## src/core/mes_pkg.sv

```systemverilog
// Constants, register map and types for the mode entry sequencer
// =============================================================
// Notes on behaviour
// - A per-mode enable mask is checked before a software or wait-entry request enters its mode.
// - Requesting a disabled mode raises the illegal-mode interrupt instead of entering.
// - Reset, safe, default run and run zero enable bits always read one.
// - Writable enable bits: zero means mode disabled, one means mode enabled.
// - Transition-in-progress reads one during a mode change, zero once complete.
// - Done flag set for run-class transitions, not low-power entries except via wait.
// - Target mode's configuration drives oscillator, PLL, flash and regulator enables.
// - Transition completes only when enabled oscillator is stable and enabled PLL locked.
// - Configuration writes take effect only at the next entry into that mode.
// - Hardware starts transitions: wake-up exit, safe on failure, reset on failure.
// - Current mode reported as the documented 4-bit code; reserved codes never appear.
// - Consumption status is one when the main regulator is required, else zero.
package mes_pkg;

  // =============================================================
  // Mode codes
  typedef logic [3:0] mes_mode_t;
  localparam mes_mode_t MES_M_RESET = 4'h0;
  localparam mes_mode_t MES_M_SAFE = 4'h2;
  localparam mes_mode_t MES_M_DEFAULT_RUN = 4'h3;
  localparam mes_mode_t MES_M_APP_RUN_THREE = 4'h7;
  localparam mes_mode_t MES_M_HALT = 4'h8;
  localparam mes_mode_t MES_M_STOP = 4'ha;
  localparam mes_mode_t MES_M_STANDBY = 4'hd;

  // =============================================================
  // Register byte addresses
  localparam logic [31:0] MES_ADDR_ME = 32'hc3fdc800;
  localparam logic [31:0] MES_ADDR_GS = 32'hc3fdc804;
  localparam logic [31:0] MES_ADDR_MCTL = 32'hc3fdc808;
  localparam logic [31:0] MES_ADDR_IRQ_STAT = 32'hc3fdc80c;
  localparam logic [31:0] MES_ADDR_IRQ_CLR = 32'hc3fdc810;
  localparam logic [31:0] MES_ADDR_IRQ_EN = 32'hc3fdc814;
  localparam logic [31:0] MES_ADDR_CFG0 = 32'hc3fdc840;
  localparam int MES_CFG_BLK_LSB = 6;

  // =============================================================
  // Field layouts and reset values
  localparam logic [31:0] MES_ME_FIXED = 32'h0000001d;
  localparam logic [31:0] MES_ME_WRITABLE = 32'h000025e2;
  localparam logic [31:0] MES_ME_RST = 32'h00000000;
  localparam logic [15:0] MES_KEY = 16'h5af0;
  localparam logic [15:0] MES_KEY_INV = 16'ha50f;
  localparam int MES_MCTL_MODE_LSB = 28;
  localparam int MES_GS_MODE_LSB = 28;
  localparam int MES_GS_MTRANS = 27;
  localparam int MES_GS_DC = 26;
  localparam int MES_IRQ_W = 2;
  localparam int MES_IRQ_DONE = 0;
  localparam int MES_IRQ_ILL = 1;
  localparam int MES_CFG_W = 4;
  localparam int MES_CFG_AW = 4;
  localparam int MES_CFG_OSC = 0;
  localparam int MES_CFG_PLL = 1;
  localparam int MES_CFG_FLASH = 2;
  localparam int MES_CFG_MVREG = 3;
  localparam logic [MES_CFG_W-1:0] MES_CFG_RST = 4'hf;

  // =============================================================
  // Pin synchroniser lanes
  localparam int MES_SYNC_W = 5;
  localparam int MES_PIN_OSC = 0;
  localparam int MES_PIN_PLL = 1;
  localparam int MES_PIN_WAKE = 2;
  localparam int MES_PIN_SAFE = 3;
  localparam int MES_PIN_RESET = 4;

  // =============================================================
  // Bus read sequencing and sequencer states
  localparam logic [1:0] MES_RD_IDLE = 2'h0;
  localparam logic [1:0] MES_RD_FIRST = 2'h1;
  localparam logic [1:0] MES_RD_LOAD = 2'h2;
  localparam logic [1:0] MES_RD_LAST = 2'h3;
  localparam int MES_HTRANS_ACT = 1;

  typedef enum logic [1:0] {
    MES_ST_IDLE = 2'b00,
    MES_ST_FETCH = 2'b01,
    MES_ST_APPLY = 2'b10,
    MES_ST_WAIT = 2'b11
  } mes_state_e;

endpackage : mes_pkg

```

## src/core/mes_cfg_mem.sv

```systemverilog
// Per-mode configuration store, one write port and two registered read ports
`timescale 1ns/10ps
module mes_cfg_mem #(
  parameter int AW = 4,
  parameter int W = 4,
  parameter logic [W-1:0] RST_VAL = '1
) (
  input wire logic mclk,
  input wire logic rst,
  input wire logic we,
  input wire logic [AW-1:0] waddr,
  input wire logic [W-1:0] wdata,
  input wire logic [AW-1:0] raddrA,
  output logic [W-1:0] rdataA,
  input wire logic [AW-1:0] raddrB,
  output logic [W-1:0] rdataB
);
  localparam int DEPTH = 1 << AW;
  logic [W-1:0] mem [DEPTH];

  initial begin
    if (AW < 1 || W < 1) $error("mes_cfg_mem: AW and W must be positive");
  end

  // =============================================================
  // Entries reset to a known configuration so every mode is usable
  for (genvar e = 0; e < DEPTH; e++) begin : gEntry
    always_ff @(posedge mclk) begin
      if (rst) begin
        mem[e] <= RST_VAL;
      end else if (we && waddr == AW'(e)) begin
        mem[e] <= wdata;
      end
    end
  end

  always_ff @(posedge mclk) begin
    if (rst) begin
      rdataA <= '0;
      rdataB <= RST_VAL;
    end else begin
      rdataA <= mem[raddrA];
      rdataB <= mem[raddrB];
    end
  end
endmodule : mes_cfg_mem

```

## src/core/mes_mode_entry_sequencer.sv

```systemverilog
// Mode entry sequencer: mode mask, keyed transitions, config apply, status and interrupts
//
// Implementation choice: the AHB-Lite interface to the registers.
`timescale 1ns/10ps
module mes_mode_entry_sequencer (
  input wire logic mclk,
  input wire logic rst,
  input wire logic hsel,
  input wire logic [31:0] haddr,
  input wire logic [1:0] htrans,
  input wire logic hwrite,
  input wire logic [2:0] hsize,
  input wire logic [31:0] hwdata,
  input wire logic hready,
  output logic hreadyout,
  output logic hresp,
  output logic [31:0] hrdata,
  input wire logic oscStableIn,
  input wire logic pllLockedIn,
  input wire logic wakeupIn,
  input wire logic safeFailIn,
  input wire logic resetFailIn,
  input wire logic waitEntry,
  output logic oscEnable,
  output logic pllEnable,
  output logic flashEnable,
  output logic mainRegEnable,
  output logic [3:0] currentMode,
  output logic irq
);
  import mes_pkg::*;

  function automatic logic isRun(input mes_mode_t m);
    return (m >= MES_M_DEFAULT_RUN) && (m <= MES_M_APP_RUN_THREE);
  endfunction : isRun

  function automatic logic isLowPower(input mes_mode_t m);
    return (m == MES_M_HALT) || (m == MES_M_STOP) || (m == MES_M_STANDBY);
  endfunction : isLowPower

  // =============================================================
  // Pin inputs
  logic [MES_SYNC_W-1:0] pinSync;
  logic safePrev_reg, resetPrev_reg;
  logic safeRise, resetRise;

  mes_sync #(.W(MES_SYNC_W)) uSync (
    .mclk(mclk),
    .rst(rst),
    .din({resetFailIn, safeFailIn, wakeupIn, pllLockedIn, oscStableIn}),
    .dout(pinSync)
  );

  always_ff @(posedge mclk) begin
    if (rst) begin
      safePrev_reg <= 1'b0;
      resetPrev_reg <= 1'b0;
    end else begin
      safePrev_reg <= pinSync[MES_PIN_SAFE];
      resetPrev_reg <= pinSync[MES_PIN_RESET];
    end
  end
  assign safeRise = pinSync[MES_PIN_SAFE] & ~safePrev_reg;
  assign resetRise = pinSync[MES_PIN_RESET] & ~resetPrev_reg;

  // =============================================================
  // AHB-Lite slave: writes with no wait state, reads with two
  logic dphWrite_reg, dphRead_reg;
  logic [31:0] dphAddr_reg;
  logic [1:0] rdStep_reg;
  logic [31:0] hrdata_reg;
  logic accept, wrEn, mctlWr;

  assign accept = hsel & hready & htrans[MES_HTRANS_ACT];
  assign hreadyout = (rdStep_reg == MES_RD_IDLE) || (rdStep_reg == MES_RD_LAST);
  assign hresp = 1'b0;
  assign hrdata = hrdata_reg;
  assign wrEn = dphWrite_reg;
  assign mctlWr = wrEn && (dphAddr_reg == MES_ADDR_MCTL);

  always_ff @(posedge mclk) begin
    if (rst) begin
      dphWrite_reg <= 1'b0;
      dphRead_reg <= 1'b0;
      dphAddr_reg <= '0;
    end else if (accept) begin
      dphWrite_reg <= hwrite;
      dphRead_reg <= ~hwrite;
      dphAddr_reg <= haddr;
    end else if (hready) begin
      dphWrite_reg <= 1'b0;
      dphRead_reg <= 1'b0;
    end
  end

  always_ff @(posedge mclk) begin
    if (rst) begin
      rdStep_reg <= MES_RD_IDLE;
    end else if (accept && !hwrite) begin
      rdStep_reg <= MES_RD_FIRST;
    end else if (rdStep_reg == MES_RD_LAST) begin
      rdStep_reg <= MES_RD_IDLE;
    end else if (rdStep_reg != MES_RD_IDLE) begin
      rdStep_reg <= rdStep_reg + 2'h1;
    end
  end

  // =============================================================
  // Software registers
  logic [31:0] maskW_reg, maskRd;
  logic keyArmed_reg;
  mes_mode_t keyMode_reg, swMode;
  logic swReq;
  logic [MES_IRQ_W-1:0] irqStat_reg, irqEn_reg, irqSet, irqClr;

  assign maskRd = maskW_reg | MES_ME_FIXED;
  assign swMode = hwdata[MES_MCTL_MODE_LSB +: 4];
  // Second write must repeat the target and carry the inverted key
  assign swReq = mctlWr && keyArmed_reg && (hwdata[15:0] == MES_KEY_INV) && (swMode == keyMode_reg);

  always_ff @(posedge mclk) begin
    if (rst) begin
      maskW_reg <= MES_ME_RST;
    end else if (wrEn && dphAddr_reg == MES_ADDR_ME) begin
      maskW_reg <= hwdata & MES_ME_WRITABLE;
    end
  end

  always_ff @(posedge mclk) begin
    if (rst) begin
      keyArmed_reg <= 1'b0;
      keyMode_reg <= MES_M_DEFAULT_RUN;
    end else if (mctlWr) begin
      // Any control write other than a valid first write disarms the key
      keyArmed_reg <= !keyArmed_reg && (hwdata[15:0] == MES_KEY);
      keyMode_reg <= swMode;
    end
  end

  assign irqClr = (wrEn && dphAddr_reg == MES_ADDR_IRQ_CLR) ? hwdata[MES_IRQ_W-1:0] : '0;

  always_ff @(posedge mclk) begin
    if (rst) begin
      irqStat_reg <= '0;
    end else begin
      // Set wins over a clear in the same cycle
      irqStat_reg <= (irqStat_reg & ~irqClr) | irqSet;
    end
  end

  always_ff @(posedge mclk) begin
    if (rst) begin
      irqEn_reg <= '0;
    end else if (wrEn && dphAddr_reg == MES_ADDR_IRQ_EN) begin
      irqEn_reg <= hwdata[MES_IRQ_W-1:0];
    end
  end
  assign irq = |(irqStat_reg & irqEn_reg);

  // =============================================================
  // Configuration store
  logic cfgWe;
  logic [MES_CFG_W-1:0] busRdData, seqRdData;
  mes_mode_t target_reg;

  assign cfgWe = wrEn && (dphAddr_reg[31:MES_CFG_BLK_LSB] == MES_ADDR_CFG0[31:MES_CFG_BLK_LSB]);

  mes_cfg_mem #(.AW(MES_CFG_AW), .W(MES_CFG_W), .RST_VAL(MES_CFG_RST)) uCfg (
    .mclk(mclk),
    .rst(rst),
    .we(cfgWe),
    .waddr(dphAddr_reg[2 +: MES_CFG_AW]),
    .wdata(hwdata[MES_CFG_W-1:0]),
    .raddrA(dphAddr_reg[2 +: MES_CFG_AW]),
    .rdataA(busRdData),
    .raddrB(target_reg),
    .rdataB(seqRdData)
  );

  // =============================================================
  // Transition requests, highest priority first
  mes_state_e state_reg;
  mes_mode_t curMode_reg, resumeMode_reg, startMode;
  logic viaWait_reg, startReq, startWait, startSw, illReq, wakeReq;

  assign wakeReq = pinSync[MES_PIN_WAKE] && isLowPower(curMode_reg);

  always_comb begin
    startReq = 1'b0;
    startMode = curMode_reg;
    startWait = 1'b0;
    startSw = 1'b0;
    illReq = 1'b0;
    if (resetRise) begin
      startReq = 1'b1;
      startMode = MES_M_RESET;
    end else if (safeRise) begin
      startReq = 1'b1;
      startMode = MES_M_SAFE;
    end else if (state_reg == MES_ST_IDLE) begin
      if (wakeReq) begin
        startReq = 1'b1;
        startMode = resumeMode_reg;
      end else if (waitEntry && isRun(curMode_reg)) begin
        startReq = maskRd[MES_M_HALT];
        startMode = MES_M_HALT;
        startWait = 1'b1;
        illReq = !maskRd[MES_M_HALT];
      end else if (swReq) begin
        startReq = maskRd[swMode];
        startSw = maskRd[swMode];
        startMode = swMode;
        illReq = !maskRd[swMode];
      end
    end
  end

  // =============================================================
  // Sequencer
  logic [MES_CFG_W-1:0] activeCfg_reg;
  logic cfgReady, transDone, transInProg;

  // Stable and locked only count for sources the new mode switches on
  assign cfgReady = (!activeCfg_reg[MES_CFG_OSC] || pinSync[MES_PIN_OSC]) &&
                    (!activeCfg_reg[MES_CFG_PLL] || pinSync[MES_PIN_PLL]);
  assign transDone = (state_reg == MES_ST_WAIT) && cfgReady && !startReq;
  assign transInProg = (state_reg != MES_ST_IDLE);
  assign irqSet[MES_IRQ_DONE] = transDone && (isRun(target_reg) || viaWait_reg);
  assign irqSet[MES_IRQ_ILL] = illReq;

  always_ff @(posedge mclk) begin
    if (rst) begin
      state_reg <= MES_ST_IDLE;
      target_reg <= MES_M_DEFAULT_RUN;
      viaWait_reg <= 1'b0;
    end else if (startReq) begin
      state_reg <= MES_ST_FETCH;
      target_reg <= startMode;
      viaWait_reg <= startWait;
    end else begin
      unique case (state_reg)
        MES_ST_IDLE: state_reg <= MES_ST_IDLE;
        MES_ST_FETCH: state_reg <= MES_ST_APPLY;
        MES_ST_APPLY: state_reg <= MES_ST_WAIT;
        MES_ST_WAIT: begin
          if (cfgReady) begin
            state_reg <= MES_ST_IDLE;
          end
        end
      endcase
    end
  end

  always_ff @(posedge mclk) begin
    if (rst) begin
      curMode_reg <= MES_M_DEFAULT_RUN;
      resumeMode_reg <= MES_M_DEFAULT_RUN;
    end else if (transDone) begin
      curMode_reg <= target_reg;
      // Wake-up returns to the mode that was running before low power
      if (isLowPower(target_reg) && !isLowPower(curMode_reg)) begin
        resumeMode_reg <= curMode_reg;
      end
    end
  end

  // Configuration is latched only on entry, so later edits wait for the next entry
  always_ff @(posedge mclk) begin
    if (rst) begin
      activeCfg_reg <= MES_CFG_RST;
    end else if (state_reg == MES_ST_APPLY) begin
      activeCfg_reg <= seqRdData;
    end
  end

  assign oscEnable = activeCfg_reg[MES_CFG_OSC];
  assign pllEnable = activeCfg_reg[MES_CFG_PLL];
  assign flashEnable = activeCfg_reg[MES_CFG_FLASH];
  assign mainRegEnable = activeCfg_reg[MES_CFG_MVREG];
  assign currentMode = curMode_reg;

  // =============================================================
  // Read data
  logic [31:0] gsRd, rdMux;
  always_comb begin
    gsRd = '0;
    gsRd[MES_GS_MODE_LSB +: 4] = curMode_reg;
    gsRd[MES_GS_MTRANS] = transInProg;
    gsRd[MES_GS_DC] = activeCfg_reg[MES_CFG_MVREG];
  end

  always_comb begin
    rdMux = '0;
    if (cfgWe || (dphAddr_reg[31:MES_CFG_BLK_LSB] == MES_ADDR_CFG0[31:MES_CFG_BLK_LSB])) begin
      rdMux[MES_CFG_W-1:0] = busRdData;
    end else if (dphAddr_reg == MES_ADDR_ME) begin
      rdMux = maskRd;
    end else if (dphAddr_reg == MES_ADDR_GS) begin
      rdMux = gsRd;
    end else if (dphAddr_reg == MES_ADDR_MCTL) begin
      rdMux[MES_MCTL_MODE_LSB +: 4] = keyMode_reg;
    end else if (dphAddr_reg == MES_ADDR_IRQ_STAT) begin
      rdMux[MES_IRQ_W-1:0] = irqStat_reg;
    end else if (dphAddr_reg == MES_ADDR_IRQ_EN) begin
      rdMux[MES_IRQ_W-1:0] = irqEn_reg;
    end
  end

  always_ff @(posedge mclk) begin
    if (rst) begin
      hrdata_reg <= '0;
    end else if (dphRead_reg && rdStep_reg == MES_RD_LOAD) begin
      hrdata_reg <= rdMux;
    end
  end
endmodule : mes_mode_entry_sequencer

```

## src/core/mes_sync.sv

```systemverilog
// Three-stage pin synchroniser with agreement filter
`timescale 1ns/10ps
module mes_sync #(
  parameter int W = 1
) (
  input wire logic mclk,
  input wire logic rst,
  input wire logic [W-1:0] din,
  output logic [W-1:0] dout
);
  initial begin
    if (W < 1) $error("mes_sync: W must be at least 1");
  end

  // =============================================================
  // One lane per input; the first stage feeds only the second
  for (genvar i = 0; i < W; i++) begin : gLane
    logic s1_reg, s2_reg, s3_reg, out_reg;
    always_ff @(posedge mclk) begin
      if (rst) begin
        s1_reg <= 1'b0;
        s2_reg <= 1'b0;
        s3_reg <= 1'b0;
        out_reg <= 1'b0;
      end else begin
        s1_reg <= din[i];
        s2_reg <= s1_reg;
        s3_reg <= s2_reg;
        if (s2_reg == s3_reg) begin
          out_reg <= s3_reg;
        end
      end
    end
    assign dout[i] = out_reg;
  end
endmodule : mes_sync
```

## config.mk

```make
export PLATFORM = sky130hd
export DESIGN_NAME = mes_mode_entry_sequencer
export DESIGN_NICKNAME = d
export VERILOG_FILES = /design/src/core/mes_pkg.sv /design/src/core/mes_cfg_mem.sv /design/src/core/mes_mode_entry_sequencer.sv /design/src/core/mes_sync.sv
export SDC_FILE = /design/constraint.sdc
export NUM_CORES = 1
export LEC_CHECK = 0
export ABC_AREA = 1
export BUFFER_PORTS_ARGS = -buffer_cell sky130_fd_sc_hd__buf_4
export CELL_PAD_IN_SITES_DETAIL_PLACEMENT = 2
export CELL_PAD_IN_SITES_GLOBAL_PLACEMENT = 2
export CORE_MARGIN = 1
export CORE_UTILIZATION = 34
export CTS_CLUSTER_DIAMETER = 80
export CTS_CLUSTER_SIZE = 28
export DETAILED_ROUTE_END_ITERATION = 6
export PLACE_DENSITY_LB_ADDON = 0.12
export SYNTH_ARGS = -nofsm -noshare
export SYNTH_HDL_FRONTEND = slang
export SYNTH_SLANG_ARGS = --single-unit
```

## constraint.sdc

```tcl
create_clock -name mclk -period 2.7 [get_ports mclk]
set_clock_uncertainty 0.2 [all_clocks]
set_input_delay 0.135 -clock mclk [delete_from_list [all_inputs] [get_ports mclk]]
set_output_delay 0.135 -clock mclk [all_outputs]
set_load 0.02 [all_outputs]
```

---- Word level (Yosys, flattened, before mapping) ----
Memory sizes are Yosys's and may differ from the RTL's. A register that Yosys moved wholly into a read port is not among the register bits.
Index checks and enable logic that the tools add are counted.
storage, ports and cells
  output and inout bits ................... 43
  input bits .............................. 80
  word-level logic and storage cells ...... 292
  RAM bits ................................ 64
  register bits after elaboration ......... 125
  memories ................................ 1
memory list
  memory    depth  bits a word  read ports  clocked after Yosys merged registers in  wr ports  line               text
  uCfg.mem  16     4            2           2                                        16        mes_cfg_mem.sv:19  logic [W-1:0] mem [DEPTH];
cells by class
  magnitude comparators ................... 5
  reduce and logical (&&, ||, !) cells .... 64
  bitwise gates (word level) .............. 27
  muxes and demuxes ....................... 111
  equal/unequal tests ..................... 43
  $add $sub $neg .......................... 1
operator list
  cell                                                               number
  equality test 32 bit, second input constant                        6
  two-way mux 4 bit                                                  25
  two-way mux 1 bit                                                  75
  equality test 4 bit, second input constant                         14
  logical AND 1 bit                                                  36
  two-way mux 32 bit                                                 1
  two-way mux 28 bit                                                 1
  equality test 26 bit, second input constant                        1
  two-way mux 26 bit                                                 1
  equality test 16 x 15 -> 1 bit, second input constant              1
  equality test 16 bit, second input constant                        1
  equality test 4 x 3 -> 1 bit, second input constant                4
  bitwise OR 1 bit                                                   16
  two-way mux 2 bit                                                  6
  logical OR 1 bit                                                   9
  equality test 2 bit, second input constant                         4
  equality test 4 x 2 -> 1 bit, second input constant                2
  greater-or-equal comparator 4 x 2 -> 1 bit, second input constant  2
  <= comparator 4 x 3 -> 1 bit, second input constant                2
  zero test 1 bit                                                    8
  one-hot mux 2 bit (4 select lines)                                 1
  less-than comparator 4 x 6 -> 1 bit, second input constant         1
  nonzero test 2 bit                                                 3
  equality test 1 bit                                                5
  other kinds (18)                                                   26

---- Logic depth before layout (Yosys ltp) ----
Gate-level depths: netlist of the first run.
  word-level depth ........................ 15
  depth in mapped cells ................... 16
  gate-level depth less buffers ........... 15

---- Modules after synthesis ----
A second synthesis of the first run with hierarchy kept.
second synthesis, totals
  cells, all modules ...................... 1240
  area, all modules ....................... 9207.6 um2
modules (own cells, without submodules)
  module                    area each (um2)  sequential area each (um2)  times used  cells each
  mes_mode_entry_sequencer  4469.3           1801.7                      1           642
  mes_cfg_mem               4092.7           2082.0                      1           525
  mes_sync                  645.6            400.4                       1           73

---- Worst setup path before layout of the first run ----
No wires, ideal clock.
  kind .................................... register to register
  from .................................... register dphAddr_reg[8]
  to ...................................... memory uCfg.mem[12][0], enable pin
  library setup time ...................... 0.361 ns
  required time ........................... 2.139 ns
  path slack .............................. 0.602 ns
  stages on the path, launching flop included .. 10
  arrival time ............................ 1.537 ns
  path through ............................ dfxtp_1 > nor2_1 > nand3_1 > nor2_4 > inv_2 > nor3_4 > inv_2 > nor2_4 > nand2_1 > o21ai_0
RTL lines
  item                    line                            text
  from (decl)             mes_mode_entry_sequencer.sv:69  logic [31:0] dphAddr_reg;
  from (signal assigned)  mes_mode_entry_sequencer.sv:89  dphAddr_reg <= haddr;
  to (decl)               mes_cfg_mem.sv:19

==> run_results.csv, run 1 <==
group,metric,value,unit
status,status,"finished clean",
setup_path,critPathSlowestCell,"dfxtp_1",
logic_synthesis,synth_compound_area_share,12.8,%
logic_synthesis,synth_edf_count,64,
sta,period_needed,2.51,ns
logic_synthesis,synth-xor-area-share,0.609,%
placed_design,gp_congestion,0.804,
logic_synthesis,yosys.area_share.simple,27.8,%
logic_synthesis,synthAdderAreaFrac,1.02,%
finish,stdcell_area,10900,µm²
grt,grt_pass1_vias,9137,
power,power_density,562,nW/µm²
die,core_area,24600,µm²
setup_path,cp.required,2.80,ns
finish,num-nets-final,1333,
sta,relSlewSlack,51.5,%
job,drv_cap,0,
sta,hold_viol,0,
placed_design,dp.cells,1494,
setup_path,path_class,"register to register",
setup_path,cp_data_arrival_time,2.61,ns
routing,via_per_inst,5.22,
logic_synthesis,synth_top_family_by_area,"simple AND/OR/NAND/NOR gates",
routing,drc,0,
logic_synthesis,synth-seq-cells,182,
logic_synthesis,yosysWarnings,0,
worst_hold_path,hp-class,"input pin to register",
routing,routed_wl,31100,µm
logic_synthesis,syn_inst,1089,
logic_synthesis,syn_avg_cell_area,7.92,µm²
finish,fin_cells,1583,
die,die_h,161,µm
finish,drive_gt1_share,16.3,%
clock_network,post_cts_buffers,0,
placed_design,port_buffers,90,
logic_synthesis,synthFlopType,"dfxtp_1",
finish,syn_to_final_growth,26.6,%
logic_synthesis,synth_seq_area_share,49.7,%
clock_network,clkTransAtPathRegs,0.07,ns
clock_network,numCtsBuffers,17,
power,peakVddDrop,0.469,mV
clock_network,htree_levels,4,
die,fp-row-count,57,
logic_synthesis,ys_types,46,
sta,setup_viol,0,
routing,drtAntennaViolNets,0,
sta,hold_ws,0.0440,ns
setup_path,crit_fanout,16,
power,p_leak,4.32,nW
clock_network,cts-root-buf,"clkbuf_16",
finish,largest_reg_flops,64,
setup_path,worstPathCellList,"nor2_1 > buf_4 > a22oi_1 > nand3_1 > a22o_1 > nor3_1 > nor2_1",
sta,rsz0062_at_grt,"no",
sta,slew_violations,0,
die,io-pin-count,123,
placed_design,dp_hpwl,21400,µm
clock_network,clock_path_buffers,2,
grt,antenna_found_initial,0,
logic_synthesis,muxShareOfSynthArea,0,%
grt,grt_pass1_wl,49200,µm
sta,fin_crit_sh,92.8,%
setup_path,cp_common_cell,"nor2_1",
setup_path,crit_path_end_kind,"register",
setup_path,crit_buf_inv,1,
clock_network,cts_tree,"done",
setup_path,cpLargestDelayFamily,"flip-flops",
logic_synthesis,ys_async_sr_fraction,0,%
setup_path,worstSetupStartpointType,"register",
die,design.die.area,26000,µm²
placed_design,dpl-instance-area,9750,µm²
routing,drt_iter0_drc,387,
routing,dr.pass1.iters,5,
grt,grt_max_degree,61,
routing,wl_per_cell,19.7,µm
clock_network,cts.sinks,182,
setup_path,critical_path.max_stage_delay,0.74,ns
finish,diodes,0,
die,fp.dieW,161,µm
finish,fillCellCount,2811,
routing,num_vias,8261,
die,start_util,35.0,%
clock_network,insertion_delay,0.44,ns
grt,overflow,0,
sta,worst_pin_slew,0.723,ns
sta,setup_tns,0,ns
grt,grtUsageTotal,24.7,%
sta,timing.fmax,399,MHz
logic_synthesis,syn-cell-area,8620,µm²
==> cells by family after synthesis <==
logic type | Yosys count
AO/OA/AOI/OAI | 179
flip-flops | 182
buffers and inverters | 168
adder cells (fa/ha/maj) | 7
XOR/XNOR | 6
AND/OR/NAND/NOR | 546
other | 1
==> area by class of cell <==
type | count | area (µm²) | area share [%]
Tap cell | 324 | 405 | 3.71
Multi-Input combinational cell | 754 | 3700 | 33.9
Clock inverter | 14 | 150 | 1.38
Clock buffer | 18 | 439 | 4.02
Sequential cell | 182 | 4280 | 39.2
Timing Repair Buffer | 184 | 1540 | 14.1
Inverter | 107 | 402 | 3.68
==> metal layers <==
metal	GRT usage, %	wire length, µm	vias up
li1	-	-	3909
met1	29.5	13200	4121
met2	44.7	16000	194
met3	3.62	1240	37
met4	8.92	649	0
met5	0	0	-
==> worst min-delay path: stages <==
cell	delay [ns]
buf_4	0.11
inv_1	0.05
nor3_2	0.05
buf_4	0.15
nand3_1	0.08
o21ai_1	0.06
==> synth_stat cells, types with 3 or more instances <==
cell type / instances / area (µm²)
buf_4: 16 / 120
nor3_2: 3 / 30.0
a221oi_1: 6 / 52.6
a22o_1: 3 / 26.3
a21oi_1: 74 / 370
nor2_2: 11 / 68.8
buf_2: 5 / 25.0
clkinv_1: 7 / 26.3
dfxtp_1: 118 / 2360
nor2_4: 6 / 67.6
xor2_1: 6 / 52.6
nand3_1: 81 / 405
edfxtp_1: 64 / 1920
inv_1: 95 / 357
o211ai_1: 11 / 82.6
ha_1: 7 / 87.6
clkbuf_1: 29 / 109
a31oi_1: 6 / 37.5
nor2_1: 91 / 342
o2111ai_1: 11 / 96.3
a211oi_1: 5 / 37.5
o21ai_0: 33 / 165
nor3_1: 13 / 65.1
nand4_1: 12 / 75.1
buf_1: 10 / 37.5
nand2_2: 5 / 31.3
nand2_1: 309 / 1160
a22oi_1: 21 / 158
inv_2: 5 / 18.8
nor4_1: 3 / 18.8
==> stage by stage <==
step	utilization (%)	power [mW]	worst slack, ns
4_1_cts	44.4	6.17	0.148
5_1_grt	44.4	6.36	0.0296
3_3_place_gp	39.6	3.55	0.284
2_1_floorplan	-	3.33	0.602
3_5_place_dp	39.6	3.57	0.203
6_report	44.4	6.14	0.194
==> power by group <==
part           total, mW  internal, mW  switching, mW
clock               2.55          1.30           1.25
sequential          2.94          2.89         0.0463
combinational      0.650         0.259          0.391
==> path summary, 6_finish.rpt <==
kind | cells after the start | endpoint | start | slack [ns]
worst max-delay path | 7 | uCfg.rdataA[1] | dphAddr_reg[2] | 0.19
worst min register to register | 2 | uSync.gLane[0].s2_reg | uSync.gLane[0].s1_reg | 0.21
worst max register to register | 7 | uCfg.rdataA[1] | dphAddr_reg[2] | 0.19
worst min-delay path | 6 | viaWait_reg | waitEntry | 0.04
==> what timing repair did <==
action / in CTS / in global routing
endpoints found under the hold margin: 60 / 0
gates resized for setup: 0 / 3
setup endpoints to repair: 0 / 27
hold buffers: 57 / 0
==> placed cells by master (no fill, tap or decap), types with 5 or more instances in the layout <==
cell,synthesis,routed
o2111ai_1,11,11
inv_1,95,95
edfxtp_1,64,64
clkbuf_16,0,17
o21ai_0,33,33
nor2_2,11,12
dlygate4sd3_1,0,57
xor2_1,6,6
a22oi_1,21,21
a211oi_1,5,5
inv_8,0,5
nand2_2,5,6
nand3_1,81,81
nor3_1,13,13
o211ai_1,11,11
nor2_1,91,90
clkinv_1,7,7
nor2_4,6,6
nand2_1,309,308
inv_2,5,5
a221oi_1,6,6
conb_1,1,16
a31oi_1,6,6
nand4_1,12,12
buf_4,16,126
dfxtp_1,118,118
a21oi_1,74,74
ha_1,7,7
Power figures use the tool's default switching activity.
==> run 2: changes to the inputs <==
- REMOVE_ABC_BUFFERS: unset -> 1
==> run 2 against run 1 <==
Clock power fell by 3%. Via count rose by 0.25%. Combinational power rose by 0.8%. Setup slack got worse by 0.012 ns. Critical path depth rose by 3. Utilization rose by 0.31 points. Sequential cell count did not move. Count of clock-buffer cells in the layout did not move. Sequential power barely moved. Final cell count rose by 0.57%. Global-route usage rose by 0.51 points. Critical endpoint is now uCfg.mem[0][3]. Largest cell class unchanged.
==> run_results.csv, run 2 (synthesis results as in run 1) <==
group,metric,value,unit
setup_path,cp.required,2.67,ns
sta,timing.fmax,397,MHz
sta,period_needed,2.52,ns
sta,slew_violations,0,
routing,via_per_inst,5.20,
finish,drive_gt1_share,16.3,%
sta,worst_pin_slew,0.776,ns
finish,final_cell_mix,"308 x nand2_1, 128 x buf_4, 118 x dfxtp_1",
grt,met2_usage,46.5,%
clock_network,clock_path_buffers,2,
sta,setup_tns,0,ns
die,start_util,35.0,%
grt,grtUsageTotal,25.2,%
placed_design,dpl-instance-area,9750,µm²
sta,hold_viol,0,
grt,grtUsageMet1,30.1,%
placed_design,dp_hpwl,21300,µm
setup_path,critPathSlowestCell,"dfxtp_1",
sta,setup_ws,0.183,ns
clock_network,insertion_delay,0.45,ns
setup_path,path_class,"register to register",
grt,busiest_layer,"met2",
routing,drtAntennaViolNets,0,
routing,dr.pass1.iters,5,
routing,drc,0,
finish,final_common_cell,"nand2_1",
clock_network,cts_tree,"done",
sta,relSlewSlack,48.0,%
power,peakVddDrop,0.343,mV
sta,fin_crit_sh,93.2,%
grt,use_met3,3.78,%
die,core_area,24600,µm²
setup_path,worstPathCellList,"nand2_1 > inv_1 > nand4_1 > nor3_1 > nor3b_2 > and2_1 > buf_4 > nand3_1 > nor2_1 > nand2_1",
routing,wl_per_cell,19.9,µm
grt,antenna_found_initial,1,
setup_path,cp_common_cell,"nand2_1",
worst_hold_path,hp-class,"input pin to register",
setup_path,cp_data_arrival_time,2.49,ns
routing,num_vias,8282,
finish,syn_to_final_growth,27.5,%
setup_path,cpLargestDelayFamily,"simple AND/OR/NAND/NOR gates",
routing,drt_iter0_drc,430,
die,design.die.area,26000,µm²
setup_path,critical_path.max_stage_delay,0.38,ns
setup_path,worstSetupStartpointType,"register",
die,io-pin-count,123,
die,fp-row-count,57,
clock_network,htree_levels,4,
job,drv_cap,0,
setup_path,crit_path_end_kind,"register",
sta,setup_viol,0,
power,power_density,552,nW/µm²
finish,utilization,44.7,%
placed_design,gp_congestion,0.785,
grt,grt_max_degree,51,
clock_network,clkTransAtPathRegs,0.08,ns
finish,stdcell_area,11000,µm²
setup_path,crit_fanout,6,
finish,num-nets-final,1341,
clock_network,numCtsBuffers,17,
placed_design,port_buffers,90,
clock_network,cts.sinks,182,
grt,overflow,0,
routing,routed_wl,31700,µm
grt,grt_pass1_vias,9171,
finish,largest_reg_flops,64,
power,p_leak,4.37,nW
grt,grt_pass1_wl,50300,µm
die,fp.dieW,161,µm
status,status,"finished clean",
setup_path,crit_buf_inv,2,
die,die_h,161,µm
clock_network,cts-root-buf,"clkbuf_16",
placed_design,pre_cts_slack,0.127,ns
==> run 2: power breakdown <==
part           switching [mW]  internal, mW  total [mW]
Combinational           0.394         0.261       0.655
Clock                    1.23          1.25        2.48
Sequential             0.0467          2.89        2.94
Total                    1.67          4.40        6.07
==> run 2: path summary, 6_finish.rpt <==
path	from	endpoint	slack [ns]	cells past startpoint
worst max-delay path	dphAddr_reg[15]	uCfg.mem[0][3]	0.18	10
worst min-delay path	hwdata[3]	uCfg.mem[8][3]	0.05	4
worst max register to register	dphAddr_reg[15]	uCfg.mem[0][3]	0.18	10
worst min register to register	uSync.gLane[2].s1_reg	uSync.gLane[2].s2_reg	0.20	2
==> run 2: final cells by class <==
type | count | area [µm²]
Clock inverter | 14 | 138
Inverter | 107 | 402
Fill cell | 2811 | 13600
Antenna cell | 1 | 2.50
Tap cell | 324 | 405
Clock buffer | 18 | 439
Timing Repair Buffer | 192 | 1600
Multi-Input combinational cell | 754 | 3720
Sequential cell | 182 | 4280
==> run 2: metrics by stage <==
step / hold WS, ns / cells / power, mW
6_report: 0.0494 / 1592 / 6.07
5_1_grt: 0.0452 / 1592 / 6.30
4_1_cts: 0.0380 / 1591 / 6.11
3_5_place_dp: 0.148 / 1495 / 3.58
3_3_place_gp: 0.136 / 1495 / 3.55
2_1_floorplan: 0.00407 / 1043 / 3.28
==> run 2: layer usage <==
metal  wire length [µm]  part of all wire (%)
met4                426                   1.3
met1              13400                    42
met3               1000                   3.2
met5                  0                     0
met2              16900                    53
==> run 2: repair_timing <==
action                                  in CTS  in global routing
hold endpoints to repair                    55                  0
buffers inserted                             0                  0
hold buffers                                64                  0
gates resized for setup                      0                  6
endpoints found under the setup margin       0                 83
==> run 2: worst register-to-register path, delay by kind of cell, from the launching register on <==
family / cells / cell delay [ns]
buf+inv: 2 / 0.27
flops: 1 / 0.38
simple gates: 8 / 1.38
==> run 3: changes to the inputs <==
- ABC_AREA: 1 -> unset
- CAP_MARGIN: unset -> 10
- CORE_UTILIZATION: 34 -> 36
==> run 3 against run 2 <==
The flow now finishes with violations (negative setup slack). Final cell count shrank 19%. First-iteration DRC count grew 10%. Register-to-register slack lost 0.23 ns. Wire length shrank 6.1%. Synthesized cell count shrank 24%. Largest power group unchanged. Design area shrank 1.3%. Non-clock buffer count grew 15.
==> run_results.csv, run 3 <==
group,metric,value,unit
status,status,"finished with violations",
status,violations,"negative setup slack",
die,fp.dieW,154,µm
routing,dr.pass1.iters,4,
finish,num-nets-final,1079,
sta,hold_viol,0,
setup_path,cp_data_arrival_time,2.88,ns
logic_synthesis,synthAdderAreaFrac,1.05,%
setup_path,crit_buf_inv,1,
power,internal-power,4.47,mW
sta,fin_crit_sh,102,%
logic_synthesis,muxShareOfSynthArea,13.9,%
sta,slew_violations,0,
die,fp-row-count,55,
job,drv_cap,0,
clock_network,clock_path_buffers,2,
sta,setup_ws,-0.0455,ns
placed_design,gp_congestion,0.819,
finish,fillCellCount,2339,
power,design_power_total,5.99,mW
setup_path,crit_fanout,6,
setup_path,crit_path_end_kind,"register",
clock_network,cts.sinks,182,
logic_synthesis,syn-cell-area,8360,µm²
sta,setup_tns,-0.0947,ns
routing,wl_per_cell,23.1,µm
power,power_density,553,nW/µm²
finish,drive_gt1_share,24.4,%
placed_design,dp.cells,1201,
logic_synthesis,ys_async_sr_fraction,0,%
clock_network,clkTransAtPathRegs,0.08,ns
die,design.die.area,23800,µm²
grt,antenna_found_initial,0,
routing,routed_wl,29800,µm
finish,final_common_cell,"nand2_1",
sta,timing.fmax,364,MHz
logic_synthesis,synth_top_area_share,28.3,%
routing,num_vias,7051,
finish,stdcell_area,10800,µm²
die,io-pin-count,123,
logic_synthesis,synth_seq_area_share,51.2,%
placed_design,dp_hpwl,19500,µm
setup_path,worstSetupStartpointType,"register",
clock_network,htree_levels,4,
clock_network,insertion_delay,0.45,ns
die,start_util,36.8,%
logic_synthesis,synth_area_leader_cell,"dfxtp_1",
sta,worst_pin_slew,0.826,ns
clock_network,cts-root-buf,"clkbuf_16",
logic_synthesis,synth_top_family_by_area,"simple AND/OR/NAND/NOR gates",
clock_network,cts_tree,"done",
routing,via_per_inst,5.47,
power,peakVddDrop,0.298,mV
logic_synthesis,yosysWarnings,0,
sta,relSlewSlack,45.0,%
grt,grt_max_degree,75,
logic_synthesis,synth_compound_area_share,9.28,%
setup_path,critical_path.max_stage_delay,0.45,ns
finish,syn_to_final_growth,29.7,%
routing,drt_iter0_drc,475,
power,power_frac_clock,43.1,%
logic_synthesis,synthTopCellsByCount,"166 x nand2_1, 118 x dfxtp_1, 64 x edfxtp_1, 60 x nor2_1, 55 x a21oi_1",
die,die_h,154,µm
logic_synthesis,syn_inst,824,
power,sequentialPowerShare,48.3,%
placed_design,pre_cts_slack,-0.293,ns
logic_synthesis,yosys-top-cells-area,"dfxtp_1 28%, edfxtp_1 23%, mux4_2 11%",
logic_synthesis,yosys.area_share.simple,18.9,%
sta,setup_viol,4,
power,p_comb_share,8.6,%
logic_synthesis,synth-xor-area-share,0.524,%
setup_path,worstPathCellList,"nor4bb_4 > nand4_1 > buf_4 > or4_4 > nor4_4 > o21ai_4 > and2_4 > a221o_1",
logic_synthesis,synth_most_common_cell,"nand2_1",
logic_synthesis,synth-seq-cells,182,
placed_design,port_buffers,90,
setup_path,critPathSlowestCell,"or4_4",
finish,final_cell_mix,"166 x nand2_1, 149 x buf_4, 115 x dfxtp_1",
placed_design,dpl-instance-area,9590,µm²
sta,hold_ws,0.0206,ns
setup_path,cpLargestDelayFamily,"simple AND/OR/NAND/NOR gates",
finish,largest_reg_flops,64,
routing,drtAntennaViolNets,0,
logic_synthesis,syn_avg_cell_area,10.1,µm²
finish,diodes,0,
finish,fin_cells,1289,
power,p_leak,3.83,nW
sta,period_needed,2.75,ns
logic_synthesis,ys_types,61,
clock_network,numCtsBuffers,17,
setup_path,cp.required,2.83,ns
power,power_switching,1.52,mW
grt,grt_pass1_wl,46100,µm
finish,utilization,47.8,%
setup_path,path_class,"register to register",
sta,rsz0062_at_grt,"yes",
grt,grtUsageTotal,25.9,%
logic_synthesis,synth_edf_count,64,
routing,drc,0,
grt,overflow,0,
die,core_area,22700,µm²
power,p_sw_share,25.4,%
worst_hold_path,hp-class,"input pin to register",
logic_synthesis,synthFlopType,"dfxtp_1",
grt,grt_pass1_vias,7948,
run 3: cell types whose count changed in the layout (fill, tap and decap cells not counted), sizes merged, moves of 40 or more:
| cell | previous run | this run |
|---|---|---|
| mux4 | 0 | 40 |
| nand3 | 83 | 14 |
| nand2 | 316 | 166 |
| nor2 | 108 | 60 |
| inv | 107 | 25 |
run 3: cell families after synthesis:
| group | count (synthesis) |
|---|---|
| mux | 66 |
| buf+inv | 92 |
| other cells | 1 |
| compound gates | 130 |
| xor+xnor | 5 |
| fa+ha+maj | 7 |
| simple gates | 341 |
| flops | 182 |
run 3: worst reg2reg max path, delay by kind of cell, from the launching register on:
kind / cells / cell delay, ns
buffers and inverters: 1 / 0.20
AND/OR/NAND/NOR: 5 / 1.45
flip-flops: 1 / 0.34
AO/OA/AOI/OAI: 2 / 0.44
run 3: area by class of cell:
cell class                      count  area, µm²  share of cell area, %
Multi-Input combinational cell    565       3800                   35.1
Timing Repair Buffer              207       1730                   16.0
Clock inverter                     12        133                   1.22
Tap cell                          285        357                   3.29
Clock buffer                       19        464                   4.28
Sequential cell                   182       4290                   39.5
Inverter                           19       71.3                  0.658
run 3: routing by layer:
layer	routed length, µm	part of all wire [%]	track usage (%)	up-vias
li1	-	-	-	3215
met1	12000	40	30.6	3623
met2	15900	53	47.6	167
met3	1120	3.7	3.89	46
met4	783	2.6	9.57	0
met5	0	0	0	-
run 3: what timing repair did:
item	CTS	global route
pin swaps	9	6
endpoints found under the hold margin	53	0
gates resized for setup	10	18
setup buffers	3	0
hold buffers	54	0
endpoints found under the setup margin	25	79
cloned	0	0
run 3: power by group through the flow:
stage | Sequential (mW) | Combinational, mW | Clock (mW)
finish | 2.89 | 0.518 | 2.58
detailed placement | 2.95 | 0.434 | 0
global route | 2.90 | 0.555 | 2.73
floorplan | 2.96 | 0.181 | 0
CTS | 2.89 | 0.503 | 2.62
global placement | 2.95 | 0.414 | 0
run 3: worst paths after layout:
path	startpoint	end	slack, ns	cells past startpoint
max	dphAddr_reg[29]	target_reg[0]	-0.05	8
min	hwdata[0]	irqEn_reg[0]	0.02	4
max reg2reg	dphAddr_reg[29]	target_reg[0]	-0.05	8
min reg2reg	uSync.gLane[2].s1_reg	uSync.gLane[2].s2_reg	0.24	1
